$ cat src/sru_cfg.svh
// Behaviour
// - Logical left A: zeros in, flag takes last out
// - Logical left B: zeros in, flag takes last out
// - Double logical left: B sign into A low
// - Logical right A: zeros into sign, flag follows
// - Logical right B: zeros into sign, flag follows
// - Double logical right: A low into B sign
// - Rotate left A: sign recirculates, flag last bit
// - Rotate left B: sign recirculates, flag last bit
// - Double rotate: signs cross, flag B low
// - Arithmetic left A: sign kept, sticky loss flag
// - Arithmetic left B: sign kept, sticky loss flag
// - Double arithmetic left: B sign cleared, sticky flag
// - Arithmetic right A: sign replicated, flag cleared
// - Arithmetic right B: sign replicated, flag cleared
// - Double arithmetic right: A low below B sign
// - Counts 0..31, base cycle plus per-position cost
// - Code 700 octal is double rotate left
// - Codes 000..640 step 040 select operation
// - Indexed: add low nine index bits
// - Count field is separate five-bit field
//
// Purpose: constants of the shift and rotate unit
// Assumes: one processor cycle is split into fifths
// Notes:   times are in tenths of a processor cycle, cycle and clock periods in ns
`ifndef SRU_CFG_SVH
`define SRU_CFG_SVH

// ====================================================
// Word and instruction field layout
`define SRU_WORD_W 16
`define SRU_FIELD_W 9
`define SRU_TYPE_MSB 8
`define SRU_TYPE_LSB 5
`define SRU_CNT_MSB 4
`define SRU_CNT_LSB 0
`define SRU_TMR_W 8
`define SRU_LAT_W 10

// ====================================================
// Timing: tenths of a processor cycle, periods in ns, part counts in fifths
`define SRU_BASE_TENTHS 10
`define SRU_LIGHT_TENTHS 2
`define SRU_MID_TENTHS 4
`define SRU_HEAVY_TENTHS 6
`define SRU_PART_TENTHS 2
`define SRU_CPU_CYCLE_NS 250
`define SRU_CLK_NS 50
`define SRU_PARTS_PER_CYCLE 5
`define SRU_WORST_PARTS 98

`endif

$ cat src/sru_pkg.sv
// Purpose: shared types of the shift and rotate unit
// Assumes: codes are the shift type field divided by 040 octal
// Notes:   code 15 is unused and treated as a no-op
package sru_pkg;

    // ====================================================
    // Operation codes
    typedef enum logic [3:0] {
        ARITH_LEFT_FIRST_ACC = 4'h0,
        LOGICAL_LEFT_FIRST_ACC = 4'h1,
        ARITH_RIGHT_FIRST_ACC = 4'h2,
        LOGICAL_RIGHT_FIRST_ACC = 4'h3,
        ARITH_LEFT_SECOND_ACC = 4'h4,
        LOGICAL_LEFT_SECOND_ACC = 4'h5,
        ARITH_RIGHT_SECOND_ACC = 4'h6,
        LOGICAL_RIGHT_SECOND_ACC = 4'h7,
        ARITH_LEFT_PAIR = 4'h8,
        LOGICAL_LEFT_PAIR = 4'h9,
        ARITH_RIGHT_PAIR = 4'ha,
        LOGICAL_RIGHT_PAIR = 4'hb,
        ROTATE_LEFT_FIRST_ACC = 4'hc,
        ROTATE_LEFT_SECOND_ACC = 4'hd,
        ROTATE_LEFT_PAIR = 4'he,
        OP_UNDEFINED = 4'hf
    } sru_op_t;

    // Sequencer states, one-hot
    typedef enum logic [2:0] {
        ST_IDLE = 3'h1,
        ST_BASE = 3'h2,
        ST_STEP = 3'h4
    } sru_state_t;

endpackage

$ cat src/sru_ctl_if.sv
// Purpose: carries decode and timer signals inside the unit
// Assumes: all users share one clock
// Notes:   no clocking block, plain wires only
`timescale 1ns/1ns
`include "sru_cfg.svh"

interface sru_ctl_if;
    logic [`SRU_FIELD_W-1:0] field;
    sru_pkg::sru_op_t op;
    logic [`SRU_CNT_MSB:0] count;
    logic [1:0] parts;
    logic legal;
    logic tmr_load;
    logic [`SRU_TMR_W-1:0] tmr_len;
    logic tmr_expire;

    modport decoder (input field, output op, output count, output parts, output legal);
    modport timer (input tmr_load, input tmr_len, output tmr_expire);
    modport core (output field, output tmr_load, output tmr_len,
                  input op, input count, input parts, input legal, input tmr_expire);
endinterface // sru_ctl_if

$ cat src/sru_shift_unit.sv
// Purpose: shift and rotate datapath for the two accumulators
// Assumes: caller loads operands with start and waits for done
// Notes:   one position is shifted per paced step, so the result
//          appears exactly when the documented time has passed
`timescale 1ns/1ns
`include "sru_cfg.svh"

module sru_shift_unit #(
    parameter int UNIT_TICKS = `SRU_CPU_CYCLE_NS / (`SRU_PARTS_PER_CYCLE * `SRU_CLK_NS)
) (
    input wire logic clk_in,
    input wire logic rst_n_in,
    input wire logic start_in,
    input wire logic indexed_in,
    input wire logic [`SRU_FIELD_W-1:0] instr_in,
    input wire logic [`SRU_FIELD_W-1:0] index_in,
    input wire logic [`SRU_WORD_W-1:0] acc_a_in,
    input wire logic [`SRU_WORD_W-1:0] acc_b_in,
    input wire logic ovf_in,
    output logic [`SRU_WORD_W-1:0] acc_a_out,
    output logic [`SRU_WORD_W-1:0] acc_b_out,
    output logic ovf_out,
    output logic busy_out,
    output logic done_out
);
    localparam int W = `SRU_WORD_W;

    // ====================================================
    // Parameter checks
    generate
        if (UNIT_TICKS < 1 || UNIT_TICKS * `SRU_PARTS_PER_CYCLE >= (1 << `SRU_TMR_W)
            || UNIT_TICKS * `SRU_WORST_PARTS >= (1 << `SRU_LAT_W)) begin : g_bad_unit
            $error("UNIT_TICKS out of range for timer or latency counter");
        end
    endgenerate

    localparam logic [`SRU_TMR_W-1:0] UNIT_T = `SRU_TMR_W'(UNIT_TICKS);
    localparam logic [`SRU_TMR_W-1:0] BASE_PARTS = `SRU_TMR_W'(`SRU_BASE_TENTHS / `SRU_PART_TENTHS);

    // ====================================================
    // Single position step, returns {flag, first acc, second acc}
    function automatic logic [2*W:0] step_fn(input sru_pkg::sru_op_t op, input logic [W-1:0] a,
                                             input logic [W-1:0] b, input logic v);
        logic [2*W:0] r;
        r = {v, a, b};
        case (op)
            sru_pkg::LOGICAL_LEFT_FIRST_ACC: r = {a[W-1], a[W-2:0], 1'h0, b};
            sru_pkg::LOGICAL_LEFT_SECOND_ACC: r = {b[W-1], a, b[W-2:0], 1'h0};
            sru_pkg::LOGICAL_LEFT_PAIR: r = {a[W-1], a[W-2:0], b[W-1], b[W-2:0], 1'h0};
            sru_pkg::LOGICAL_RIGHT_FIRST_ACC: r = {a[0], 1'h0, a[W-1:1], b};
            sru_pkg::LOGICAL_RIGHT_SECOND_ACC: r = {b[0], a, 1'h0, b[W-1:1]};
            sru_pkg::LOGICAL_RIGHT_PAIR: r = {b[0], 1'h0, a[W-1:1], a[0], b[W-1:1]};
            sru_pkg::ROTATE_LEFT_FIRST_ACC: r = {a[W-1], a[W-2:0], a[W-1], b};
            sru_pkg::ROTATE_LEFT_SECOND_ACC: r = {b[W-1], a, b[W-2:0], b[W-1]};
            sru_pkg::ROTATE_LEFT_PAIR: r = {a[W-1], a[W-2:0], b[W-1], b[W-2:0], a[W-1]};
            // Loss is a bit below the sign that differs from it
            sru_pkg::ARITH_LEFT_FIRST_ACC:
                r = {v | (a[W-1] ^ a[W-2]), a[W-1], a[W-3:0], 1'h0, b};
            sru_pkg::ARITH_LEFT_SECOND_ACC:
                r = {v | (b[W-1] ^ b[W-2]), a, b[W-1], b[W-3:0], 1'h0};
            sru_pkg::ARITH_LEFT_PAIR:
                r = {v | (a[W-1] ^ a[W-2]), a[W-1], a[W-3:0], b[W-2], 1'h0, b[W-3:0], 1'h0};
            sru_pkg::ARITH_RIGHT_FIRST_ACC: r = {1'h0, a[W-1], a[W-1:1], b};
            sru_pkg::ARITH_RIGHT_SECOND_ACC: r = {1'h0, a, b[W-1], b[W-1:1]};
            sru_pkg::ARITH_RIGHT_PAIR: r = {1'h0, a[W-1], a[W-1:1], b[W-1], a[0], b[W-2:1]};
            default: r = {v, a, b};
        endcase
        return r;
    endfunction

    // ====================================================
    // State and datapath registers
    sru_pkg::sru_state_t state_reg;
    sru_pkg::sru_state_t state_next;
    logic [W-1:0] a_reg;
    logic [W-1:0] b_reg;
    logic ovf_reg;
    logic [`SRU_FIELD_W-1:0] field_reg;
    logic [`SRU_CNT_MSB:0] left_reg;
    logic busy_reg;
    logic done_reg;

    sru_ctl_if ctl ();

    wire accept;
    wire [`SRU_FIELD_W-1:0] field_sum;
    wire base_end;
    wire go_steps;
    wire step_end;
    wire last_step;
    wire finish;
    wire clears_flag;
    wire [2*W:0] step_res;

    // ====================================================
    // Sub-blocks: field decode and pacing timer
    sru_decode u_decode (
        .ctl(ctl.decoder)
    );

    sru_timer u_timer (
        .clk_in(clk_in),
        .rst_n_in(rst_n_in),
        .ctl(ctl.timer)
    );

    // ====================================================
    // Request take-over and effective field
    assign accept = (state_reg == sru_pkg::ST_IDLE) && start_in;
    // Nine-bit sum wraps, carry out of the field is dropped
    assign field_sum = indexed_in ? `SRU_FIELD_W'(instr_in + index_in) : instr_in;
    assign ctl.field = field_reg;

    // Phase ends and step bookkeeping
    assign base_end = (state_reg == sru_pkg::ST_BASE) && ctl.tmr_expire;
    assign go_steps = ctl.legal && (ctl.count != '0);
    assign step_end = (state_reg == sru_pkg::ST_STEP) && ctl.tmr_expire;
    assign last_step = left_reg == {{`SRU_CNT_MSB{1'h0}}, 1'h1};
    assign finish = (base_end && !go_steps) || (step_end && last_step);

    // Arithmetic kinds start from a clear flag
    assign clears_flag = ctl.op inside {sru_pkg::ARITH_LEFT_FIRST_ACC, sru_pkg::ARITH_LEFT_SECOND_ACC,
                                        sru_pkg::ARITH_LEFT_PAIR, sru_pkg::ARITH_RIGHT_FIRST_ACC,
                                        sru_pkg::ARITH_RIGHT_SECOND_ACC, sru_pkg::ARITH_RIGHT_PAIR};
    assign step_res = step_fn(ctl.op, a_reg, b_reg, ovf_reg);

    // Timer loads: base time at take-over, one cost per position later
    assign ctl.tmr_load = accept || (base_end && go_steps) || (step_end && !last_step);
    assign ctl.tmr_len = accept ? `SRU_TMR_W'(UNIT_T * BASE_PARTS)
                                : `SRU_TMR_W'(UNIT_T * `SRU_TMR_W'(ctl.parts));

    // ====================================================
    // Sequencer next state
    always_comb begin
        state_next = state_reg;
        unique case (state_reg)
            sru_pkg::ST_IDLE: begin
                if (start_in) begin
                    state_next = sru_pkg::ST_BASE;
                end
            end
            sru_pkg::ST_BASE: begin
                if (ctl.tmr_expire) begin
                    state_next = go_steps ? sru_pkg::ST_STEP : sru_pkg::ST_IDLE;
                end
            end
            sru_pkg::ST_STEP: begin
                if (ctl.tmr_expire && last_step) begin
                    state_next = sru_pkg::ST_IDLE;
                end
            end
        endcase
    end

    // Sequencer state
    always_ff @(posedge clk_in) begin
        if (!rst_n_in) begin
            state_reg <= sru_pkg::ST_IDLE;
        end else begin
            state_reg <= state_next;
        end
    end

    // Operands; a start while busy is ignored, operands are held
    always_ff @(posedge clk_in) begin
        if (!rst_n_in) begin
            a_reg <= '0;
            b_reg <= '0;
            ovf_reg <= 1'h0;
            field_reg <= '0;
        end else if (accept) begin
            a_reg <= acc_a_in;
            b_reg <= acc_b_in;
            ovf_reg <= ovf_in;
            field_reg <= field_sum;
        end else if (base_end && clears_flag) begin
            ovf_reg <= 1'h0;
        end else if (step_end) begin
            {ovf_reg, a_reg, b_reg} <= step_res;
        end
    end

    // Remaining positions
    always_ff @(posedge clk_in) begin
        if (!rst_n_in) begin
            left_reg <= '0;
        end else if (base_end) begin
            left_reg <= ctl.count;
        end else if (step_end) begin
            left_reg <= left_reg - {{`SRU_CNT_MSB{1'h0}}, 1'h1};
        end
    end

    // Status flags
    always_ff @(posedge clk_in) begin
        if (!rst_n_in) begin
            busy_reg <= 1'h0;
            done_reg <= 1'h0;
        end else begin
            busy_reg <= state_next != sru_pkg::ST_IDLE;
            done_reg <= finish;
        end
    end

    assign acc_a_out = a_reg;
    assign acc_b_out = b_reg;
    assign ovf_out = ovf_reg;
    assign busy_out = busy_reg;
    assign done_out = done_reg;

    // ====================================================
    // Checks: operand capture and latency helpers
    logic [W-1:0] cap_a;
    logic [W-1:0] cap_b;
    logic [`SRU_LAT_W-1:0] lat_cnt;
    wire [`SRU_LAT_W-1:0] exp_lat;
    wire [2*W-1:0] lsl_wide;
    wire [2*W-1:0] lsr_wide;
    wire [2*W-1:0] rol_wide;
    wire [4*W-1:0] rold_wide;
    wire [2*W-2:0] arith_right_pair_wide;
    wire [W-1:0] asr_word;
    wire nz;

    // Edges since the take; zero at the take so done lands on the cost
    always_ff @(posedge clk_in) begin
        if (!rst_n_in) begin
            cap_a <= '0;
            cap_b <= '0;
            lat_cnt <= '0;
        end else if (accept) begin
            cap_a <= acc_a_in;
            cap_b <= acc_b_in;
            lat_cnt <= `SRU_LAT_W'(0);
        end else if (busy_reg) begin
            lat_cnt <= lat_cnt + `SRU_LAT_W'(1);
        end
    end

    assign exp_lat = `SRU_LAT_W'(UNIT_TICKS) * (`SRU_LAT_W'(BASE_PARTS)
                     + (ctl.legal ? `SRU_LAT_W'(ctl.parts) * `SRU_LAT_W'(ctl.count) : '0));
    assign nz = ctl.count != '0;
    assign lsl_wide = {{W{1'h0}}, cap_a} << ctl.count;
    assign lsr_wide = {cap_a, {W{1'h0}}} >> ctl.count;
    assign rol_wide = {cap_a, cap_a} << ctl.count[3:0];
    assign rold_wide = {cap_a, cap_b, cap_a, cap_b} << ctl.count;
    assign arith_right_pair_wide = $signed({cap_a, cap_b[W-2:0]}) >>> ctl.count;
    assign asr_word = $signed(cap_a) >>> ctl.count;
endmodule // sru_shift_unit

$ cat src/sru_decode.sv
// Purpose: splits the effective nine-bit field into type and count
// Assumes: field already holds the index sum when indexed
// Notes:   parts are fifths of a cycle per shifted position
`timescale 1ns/1ns
`include "sru_cfg.svh"

module sru_decode (
    sru_ctl_if.decoder ctl
);
    wire heavy_op;
    wire mid_op;

    // ====================================================
    // Type and count fields
    assign ctl.op = sru_pkg::sru_op_t'(ctl.field[`SRU_TYPE_MSB:`SRU_TYPE_LSB]);
    assign ctl.count = ctl.field[`SRU_CNT_MSB:`SRU_CNT_LSB];
    assign ctl.legal = ctl.op != sru_pkg::OP_UNDEFINED;

    // Per-position cost classes
    assign heavy_op = ctl.op inside {sru_pkg::ROTATE_LEFT_PAIR, sru_pkg::ARITH_LEFT_PAIR};
    assign mid_op = ctl.op inside {sru_pkg::LOGICAL_LEFT_PAIR, sru_pkg::LOGICAL_RIGHT_PAIR,
                                   sru_pkg::ARITH_LEFT_FIRST_ACC, sru_pkg::ARITH_LEFT_SECOND_ACC,
                                   sru_pkg::ARITH_RIGHT_PAIR};
    assign ctl.parts = heavy_op ? 2'(`SRU_HEAVY_TENTHS / `SRU_PART_TENTHS) :
                       mid_op ? 2'(`SRU_MID_TENTHS / `SRU_PART_TENTHS) :
                       2'(`SRU_LIGHT_TENTHS / `SRU_PART_TENTHS);
endmodule // sru_decode

$ cat src/sru_timer.sv
// Purpose: down counter that paces base and per-position time
// Assumes: load is a one-cycle pulse, length at least one
// Notes:   expire is high one cycle, length cycles after load
`timescale 1ns/1ns
`include "sru_cfg.svh"

module sru_timer (
    input wire logic clk_in,
    input wire logic rst_n_in,
    sru_ctl_if.timer ctl
);
    logic [`SRU_TMR_W-1:0] cnt_reg;
    logic run_reg;

    // ====================================================
    // Expiry when the running count reaches zero
    assign ctl.tmr_expire = run_reg && (cnt_reg == `SRU_TMR_W'(0));

    // Reload wins over expiry so steps chain without gaps
    always_ff @(posedge clk_in) begin
        if (!rst_n_in) begin
            run_reg <= 1'h0;
            cnt_reg <= `SRU_TMR_W'(0);
        end else if (ctl.tmr_load) begin
            run_reg <= 1'h1;
            cnt_reg <= ctl.tmr_len - `SRU_TMR_W'(1);
        end else if (ctl.tmr_expire) begin
            run_reg <= 1'h0;
        end else if (run_reg) begin
            cnt_reg <= cnt_reg - `SRU_TMR_W'(1);
        end
    end
endmodule // sru_timer

$ cat config.mk
export PLATFORM = sky130hd
export DESIGN_NAME = sru_shift_unit
export DESIGN_NICKNAME = d
export VERILOG_FILES = /design/src/sru_pkg.sv /design/src/sru_ctl_if.sv /design/src/sru_shift_unit.sv /design/src/sru_decode.sv /design/src/sru_timer.sv
export VERILOG_INCLUDE_DIRS = /design/src /design/src/src
export SDC_FILE = /design/constraint.sdc
export NUM_CORES = 1
export LEC_CHECK = 0
export BUFFER_PORTS_ARGS = -buffer_cell sky130_fd_sc_hd__clkbuf_2
export CORE_AREA = 4 4 110 86
export CTS_BUF_LIST = sky130_fd_sc_hd__clkbuf_8
export CTS_CLUSTER_SIZE = 30
export DETAILED_ROUTE_END_ITERATION = 8
export DIE_AREA = 0 0 114 90
export HOLD_SLACK_MARGIN = 0.08
export MAX_ROUTING_LAYER = met4
export PLACE_DENSITY = 0.82
export SLEW_MARGIN = 20
export SYNTH_ARGS = -nofsm -noshare
export SYNTH_HDL_FRONTEND = slang
export SYNTH_HIERARCHICAL = 1
export SYNTH_SLANG_ARGS = --single-unit
$ cat constraint.sdc
create_clock -name clk_in -period 3.1 [get_ports clk_in]
set_input_delay 0.155 -clock clk_in [delete_from_list [all_inputs] [get_ports clk_in]]
set_output_delay 0.155 -clock clk_in [all_outputs]
set_load 0.05 [all_outputs]
Word level (Yosys, flattened, before mapping)
Index checks and enable logic that the tools add are counted.

Reductions and logical operators: 38. Mux-type cells: 26. $add $sub $neg: 4. Bitwise gates (word level): 4. Eq/ne operators: 34.

Operator list (number): $pmux W33 S15 (1); $mux W16 (6); $eq A4 B4 Y1 const B (7); $ne A2 B2 Y1 const B (14); $mux W8 (3); $reduce_bool A11 Y1 (2); $reduce_bool A17 Y1 (1); $eq A4 B3 Y1 const B (4); $reduce_and A8 Y1 (2); $mux W3 (5); $reduce_and A12 Y1 (1); $logic_and A1 B1 Y1 (11); $reduce_and A11 Y1 (1); $mux W5 (2); $reduce_bool A2 Y1 (5); $reduce_bool A5 Y1 (2); $add A9 B9 Y9 (1); $mux W9 (1); $pmux W3 S3 (1); $eq A4 B2 Y1 const B (2); $logic_not A8 Y1 (1); $reduce_bool A8 Y1 (1); $sub A8 B1 Y8 const B (1); $reduce_bool A7 Y1 (1); 19 further kinds (30).

Output and inout bits: 35. Register bits: 61. Bits of input ports: 55. Word-level logic and storage cells: 118.

Logic depth before layout (Yosys ltp)
Gate-level depths: netlist (run 1).

Depth in word-level cells: 8. Depth in mapped cells: 13.

Cells and area by module
Netlist (run 1), hierarchy kept.

Modules (own cells, without submodules): sru_shift_unit (cells each 450, seq. area each 1041.0 µm², instances 1, area an instance 3495.9 µm²); sru_timer (cells each 75, seq. area each 180.2 µm², instances 1, area an instance 646.9 µm²); sru_decode (cells each 15, seq. area each 0.0 µm², instances 1, area an instance 108.9 µm²).

Least setup slack after synthesis (run 1)
Ideal clock, no wire load.

Path kind: reg2reg. Start: register u_timer.cnt_reg[6]. End: register u_timer.cnt_reg[6]. Arrival time: 3.287 ns. Data required time: 2.984 ns. Cell stages (with the launch flop): 14. Period minus slack after synthesis: 3.402 ns. Buffers on the path: 2. Setup slack: -0.302 ns. Path through: dfxtp_1 > or4_4 > nor2_1 > and2_1 > nand4bb_1 > o221ai_1 > buf_6 > clkbuf_1 > mux2i_1 > ha_1 > o21a_1 > nand2_1 > a22o_1 > and3_1.

Word-level cells in the longest chain between the ends: 8.

Ends and longest elaborated chain: from (decl) (RTL line sru_timer.sv:12) `` logic [`SRU_TMR_W-1:0] cnt_reg; ``; from (signal assigned) (RTL line sru_timer.sv:23) `` cnt_reg <= `SRU_TMR_W'(0); ``; from (signal assigned) (RTL line sru_timer.sv:26) `` cnt_reg <= ctl.tmr_len - `SRU_TMR_W'(1); ``; from (signal assigned) (RTL line sru_timer.sv:30) `` cnt_reg <= cnt_reg - `SRU_TMR_W'(1); ``; $logic_not A8 Y1 (*) (RTL line sru_timer.sv:17) `` assign ctl.tmr_expire = run_reg && (cnt_reg == `SRU_TMR_W'(0)); ``; $logic_and A1 B1 Y1 (*) (RTL line sru_timer.sv:17); net ctl.tmr_expire (RTL line sru_ctl_if.sv:15) `logic tmr_expire;`; $logic_and A1 B1 Y1 (RTL line sru_shift_unit.sv:115) `assign base_end = (state_reg == sru_pkg::ST_BASE) && ctl.tmr_expire;`; $logic_and A1 B1 Y1 (RTL line sru_shift_unit.sv:128) `assign ctl.tmr_load = accept || (base_end && go_steps) || (step_end && !last_step);`; $logic_or A1 B1 Y1 (RTL line sru_shift_unit.sv:128); $logic_or A1 B1 Y1 (*) (RTL line sru_shift_unit.sv:128); net ctl.tmr_load (RTL line sru_ctl_if.sv:13) `logic tmr_load;`; $ne A2 B2 Y1 (no source line) / $reduce_bool A2 Y1 (equally long branches); $reduce_and A2 Y1 (no source line).

The timed path passes the listed nets; every way through them passes the cells marked *. The select of a mux whose other input is x is not followed. A chain may end at the register's enable or synchronous reset.

Worst setup path in the final report (run 1)
Same ends and word-level chain as after synthesis.

==> results of run 1 <==
==> metal layers <==
layer	vias to the layer above	wire length, um	share of wire
met1	2084	5360	0.45
met5	-	0	0
li1	2215	-	-
met4	0	168	0.014
met2	186	5450	0.46
met3	17	886	0.075
==> power by group through the flow <==
stage	combinational, mW	clock [mW]	sequential (mW)
6_report	0.753	0.737	0.912
5_1_grt	0.824	0.786	0.920
4_1_cts	0.712	0.747	0.908
3_5_place_dp	0.693	0	0.926
3_3_place_gp	0.675	0	0.923
2_1_floorplan	0.455	0	1.00
==> tightest hold or removal path, delay by kind of cell <==
kind / cells / cell delay, ps
compound gates: 2 / 170
buf+inv: 1 / 90
==> cell families after synthesis <==
logic type      after synthesis  share of synthesized area
compound gates              207                      0.329
simple gates                171                      0.215
flops                        61                      0.287
buf+inv                      61                     0.0724
xor+xnor                     18                     0.0371
fa+ha+maj                    12                     0.0371
mux                           9                     0.0215
other cells                   1                   0.000882
==> timing repair <==
| item | 4_1_cts | 5_1_grt |
|---|---|---|
| buffers inserted | 0 | 4 |
| endpoints found under the setup margin | 0 | 5 |
| resized for setup | 0 | 5 |
| hold endpoints to repair | 15 | 0 |
| hold buffers | 15 | 0 |
==> path summary, 6_finish.rpt <==
path              slack [ps]                  to  cells past startpoint
hold / removal           110        acc_b_out[0]                      3
hold reg to reg          490         left_reg[4]                      2
setup / recovery         110  u_timer/cnt_reg[6]                     11
setup reg to reg         110  u_timer/cnt_reg[6]                     11
==> per-stage QoR <==
stage	setup slack, ps	instances	util	area, um2	hold slack [ps]
global placement	143	716	0.574	4790	401
CTS	8.89	747	0.617	5150	102
global route	-16.3	751	0.624	5210	113
finish	110	751	0.624	5210	111
floorplan	34.1	551	-	4340	277
detailed placement	29.6	716	0.574	4790	408
==> placed cells by master (no fill, tap or decap), drive strengths merged, types with 4 or more instances in the layout <==
cell type / n
a22oi: 16
nor3b: 4
o31ai: 19
and3: 4
ha: 11
xor2: 9
a221oi: 16
a31oi: 17
nand2b: 14
o211a: 5
dlygate4sd3: 15
nand2: 41
a211oi: 8
clkbuf: 100
dfxtp: 61
nor3: 11
a21oi: 32
nand3: 22
conb: 12
buf: 23
a21o: 5
nor2: 34
and2: 5
inv: 10
nor2b: 11
mux2i: 8
xnor2: 9
o21ai: 59
or3: 4
==> final cells by class <==
class | count | area (um2)
fill | 729 | 3140
multi-input combinational | 429 | 2840
sequential | 61 | 1220
timing repair buffer | 127 | 768
clock buffer | 11 | 151
tap | 108 | 135
clock inverter | 5 | 58.8
inverter | 10 | 37.5
==> flow_metrics.py, run 1 <==
metrics = {
    "floorplan": {
        "row_count": 29,
        "core_mm2": 0.00835,
        "die_w_um": 114,
        "initial_core_util": 0.509,
        "die-height_um": 90,
        "design.die.area_mm2": 0.0103,
        "ioPinCount": 90,
    },
    "sta": {
        "period_needed_ps": 2990,
        "fin_skew_ps": 10.5,
        "timing.setup.tns_ps": 0,
        "fin_crit_sh": 0.964,
        "slew_headroom": 0.399,
        "fmax_ghz": 0.334,
        "tightest_slew_ps": 901,
        "finalMaxSlewViolations": 0,
        "hold_viol": 0,
        "finalSetupViolations": 0,
    },
    "grt": {
        "use_met2": 0.349,
        "grt_max_degree": 65,
        "gr-total-overflow": 0,
        "grtUsageTotal": 0.234,
        "grtUsageMet3": 0.0430,
        "grt_pass1_wl_um": 20000,
        "antenna_found_initial": 0,
        "grt_pass1_vias": 4208,
        "grtUsageMet1": 0.326,
        "busiest_layer": "met2",
    },
    "synth": {
        "yosys.area.top_type": "dfxtp_1",
        "synthTopCellsByCount": "dfxtp_1 (61), o21ai_0 (53), nand2_1 (41)",
        "synth_edf_count": 0,
        "synth.area.top_cells": "dfxtp_1 (29%), o21ai_0 (6.2%), a21oi_1 (3.6%), nand2_1 (3.6%), a221oi_1 (3.3%)",
        "synth-seq-cells": 61,
        "synth.yosys.warnings": 6,
        "synthArstFlopShare": 0,
        "yosysMostFrequentCell": "dfxtp_1",
        "avgSynthCellArea_um2": 7.87,
        "syn_area_mm2": 0.00425,
        "yosys.area.top_type_share": 0.287,
        "synthCells": 540,
        "synth_sequential_area_ratio": 0.287,
        "ys.flop_type": "dfxtp_1",
        "synth.distinct_cells": 76,
    },
    "routing": {
        "dr.pass1.iters": 5,
        "drt.antenna.violating_nets": 0,
        "vias": 4502,
        "drc": 0,
        "wl_um": 11900,
        "avgViaCountPerCell": 5.99,
        "drtIter0Drc": 475,
        "wl_per_cell_um": 15.8,
    },
    "placement": {
        "portBuffers": 89,
        "dp_hpwl_um": 8270,
        "place.gp.congestion": 0.922,
    },
    "power": {
        "power_frac_clock": 0.307,
        "ir_drop_uv": 259,
        "sequentialPowerShare": 0.380,
        "power_leakage_nw": 2.13,
        "p_switching_mw": 0.849,
        "fin_total_pwr_mw": 2.40,
        "cellInternalPower_mw": 1.55,
        "swShare": 0.353,
        "power_density_mw_per_mm2": 461,
        "power_frac_comb": 0.314,
    },
    "critical_path": {
        "path_cells": "or4_4 -> nor2_4 -> and2_4 -> nand4bb_4 -> o221ai_4 -> mux2i_2 -> ha_2 -> o21a_1 -> nand2_1 -> a22o_1 -> and3_1",
        "crit_family": "simple AND/OR/NAND/NOR gates",
        "startpoint_type": "flop",
        "crit-reg2reg-launch": "u_timer/cnt_reg[6]",
        "critPathMaxFanout": 5,
        "arrival_ps": 3220,
        "critical_path_required_ps": 3330,
        "cp.buffers_inverters": 0,
        "crit_start": "u_timer/cnt_reg[6]",
        "cp_slowest_cell": "or4_4",
        "endpoint_kind": "flop",
        "cp_slowest_stage_delay_ps": 580,
        "crit_type": "flop to flop",
    },
    "job": {
        "cap_violations": 0,
    },
    "cts": {
        "htreeDepth": 3,
        "cts_max_path_buffers": 2,
        "clkSinkCount": 61,
        "cts_tree": "done",
        "clk_latency_ps": 340,
        "numCtsBuffers": 9,
        "clk_pin_slew_ps": 70,
        "cts_root_buffer": "clkbuf_8",
    },
    "cells_and_area": {
        "layout-drive-gt1-share": 0.236,
        "nets": 705,
        "antenna_cells": 0,
        "area_growth_pct": 22.5,
    },
    "min_path": {
        "hold_class": "input pin to flop",
        "worstHoldStart": "acc_b_in[0]",
    },
    "run_status": {
        "status": "complete, no violations",
    },
}
Power figures use the tool's default switching activity.
==> run 2, diff against run 1 <==
--- a/config.mk
+++ b/config.mk
@@ -8,12 +8,13 @@
 export LEC_CHECK = 0
 export BUFFER_PORTS_ARGS = -buffer_cell sky130_fd_sc_hd__clkbuf_2
-export CORE_AREA = 4 4 110 86
+export CAP_MARGIN = 20
+export CORE_AREA = 4 4 118 92
 export CTS_BUF_LIST = sky130_fd_sc_hd__clkbuf_8
 export CTS_CLUSTER_SIZE = 30
 export DETAILED_ROUTE_END_ITERATION = 8
-export DIE_AREA = 0 0 114 90
+export DIE_AREA = 0 0 122 96
 export HOLD_SLACK_MARGIN = 0.08
 export MAX_ROUTING_LAYER = met4
-export PLACE_DENSITY = 0.82
+export PLACE_DENSITY = 0.73
 export SLEW_MARGIN = 20
 export SYNTH_ARGS = -nofsm -noshare
==> constraint.sdc (replaced) <==
create_clock -name clk_in -period 3.1 [get_ports clk_in]
set_input_delay 0.155 -clock clk_in [delete_from_list [all_inputs] [get_ports clk_in]]
set_output_delay 0.155 -clock clk_in [all_outputs]
set_load 0.005 [all_outputs]
==> run 2 against run 1 <==
Effect of this change: sequential share of layout area shrank 0.22 points; register-to-register slack lost 40 ps; critical endpoint unchanged; wire length grew 1.4%; final area grew 0.96%; non-clock buffer count shrank 3; count of clock-buffer cells in the layout shrank 1; hold slack lost 16 ps; via count shrank 0.18%; setup slack lost 36 ps; maximum frequency shrank 1.2%; clock power grew 18%; sequential cell count is the same.
==> flow_metrics.py, run 2 (synthesized netlist as in run 1, its figures left out) <==
metrics = {
    "run_status": {
        "status": "complete, no violations",
    },
    "min_path": {
        "worstHoldStart": "acc_b_in[15]",
        "hold_class": "input pin to flop",
        "hold_path_end": "acc_b_out[15]",
        "min_path_cells": 3,
    },
    "critical_path": {
        "endpoint_kind": "flop",
        "critPathMaxFanout": 6,
        "arrival_ps": 3270,
        "startpoint_type": "flop",
        "cp_slowest_cell": "or4_4",
        "cp_slowest_stage_delay_ps": 600,
        "path_cells": "or4_4 -> nor2_4 -> and2_4 -> nand4bb_4 -> o221ai_4 -> mux2i_2 -> ha_2 -> o21a_1 -> nand2_1 -> a22o_1 -> and3_1",
        "crit_start": "u_timer/cnt_reg[6]",
        "crit_family": "simple AND/OR/NAND/NOR gates",
        "crit_type": "flop to flop",
        "reg2reg_setup_slack_ps": 70,
        "cp.depth": 11,
        "rr_endpoint": "u_timer/cnt_reg[6]",
        "critical_path_required_ps": 3340,
        "reg2reg_depth": 11,
        "cp.buffers_inverters": 0,
        "crit-reg2reg-launch": "u_timer/cnt_reg[6]",
    },
    "sta": {
        "hold_viol": 0,
        "period_needed_ps": 3030,
        "finalSetupViolations": 0,
        "fin_skew_ps": 6.60,
        "setup_ws_ps": 74.0,
        "fin_crit_sh": 0.976,
        "finalMaxSlewViolations": 0,
        "tightest_slew_ps": 886,
        "hold_ws_ps": 94.7,
        "slew_headroom": 0.409,
        "fmax_ghz": 0.330,
    },
    "routing": {
        "vias": 4494,
        "dr.pass1.iters": 5,
        "drc": 0,
        "avgViaCountPerCell": 5.82,
        "drt.antenna.violating_nets": 0,
        "wl_um": 12000,
        "drtIter0Drc": 436,
        "wl_per_cell_um": 15.6,
    },
    "power": {
        "ir_drop_uv": 283,
        "power_density_mw_per_mm2": 462,
        "fin_total_pwr_mw": 2.43,
        "power_leakage_nw": 2.14,
    },
    "cts": {
        "cts_max_path_buffers": 2,
        "htreeDepth": 3,
        "cts_tree": "done",
        "numCtsBuffers": 9,
        "clk_latency_ps": 350,
        "clk_pin_slew_ps": 70,
        "cts_root_buffer": "clkbuf_8",
        "clkSinkCount": 61,
    },
    "floorplan": {
        "design.die.area_mm2": 0.0117,
        "core_mm2": 0.00958,
        "die_w_um": 122,
        "ioPinCount": 90,
        "die-height_um": 96,
        "initial_core_util": 0.444,
        "row_count": 31,
    },
    "placement": {
        "dp_hpwl_um": 8520,
        "place_ws_ps": 36.2,
        "place.gp.congestion": 0.847,
        "portBuffers": 89,
    },
    "cells_and_area": {
        "final_core_util": 0.549,
        "area_growth_pct": 23.7,
        "final_common_cell": "clkbuf_2",
        "most-common-layout-cells": "clkbuf_2 (89), dfxtp_1 (61), o21ai_0 (53)",
        "nets": 702,
        "antenna_cells": 0,
        "layout-drive-gt1-share": 0.233,
    },
    "job": {
        "cap_violations": 0,
    },
    "grt": {
        "antenna_found_initial": 0,
        "grtUsageTotal": 0.206,
        "grt_max_degree": 37,
        "grt_pass1_wl_um": 19300,
        "gr-total-overflow": 0,
        "grt_pass1_vias": 4056,
    },
}
[run 2: worst min-delay path, delay by kind of cell]
kind	cells	cell delay [ps]
buffers and inverters	1	90
AND/OR/NAND/NOR	2	150
[run 2: area by class of cell]
class	instances	area, um2
Clock buffer	10	138
Clock inverter	6	103
Tap cell	132	165
Fill cell	893	4320
Multi-Input combinational cell	429	2850
Timing Repair Buffer	124	749
Inverter	10	37.5
Sequential cell	61	1220
[run 2: repair_timing]
action                                  4_1_cts  5_1_grt
endpoints found under the setup margin        0        4
hold buffers                                 15        0
setup buffers                                 0        2
hold endpoints to repair                     15        0
resized for setup                             0        8
[run 2: how the worst max path moves through the flow]
| stage | endpoint |
|---|---|
| CTS | u_timer/cnt_reg[6] |
| global placement | u_timer/cnt_reg[6] |
| finish | u_timer/cnt_reg[6] |
| global route | u_timer/cnt_reg[6] |
| floorplan | u_timer/cnt_reg[6] |
| detailed placement | u_timer/cnt_reg[6] |
[run 2: power breakdown]
group | internal (mW) | switching [mW]
clock | 0.549 | 0.319
sequential | 0.841 | 0.0748
combinational | 0.291 | 0.357
[run 2: per-layer routing]
layer	global-route usage	vias to the layer above	share of wire
met4	0.0606	0	0.0096
met3	0.0353	9	0.066
met5	-	-	0
li1	-	2208	-
met1	0.286	2129	0.48
met2	0.307	148	0.45
[run 2: through the flow]
step	area, um2	cells	TNS [ps]
after floorplan	4340	551	0
after global placement	4810	739	0
after detailed placement	4810	739	0
after CTS	5200	770	0
after global routing	5260	772	-17.6
final	5260	772	0
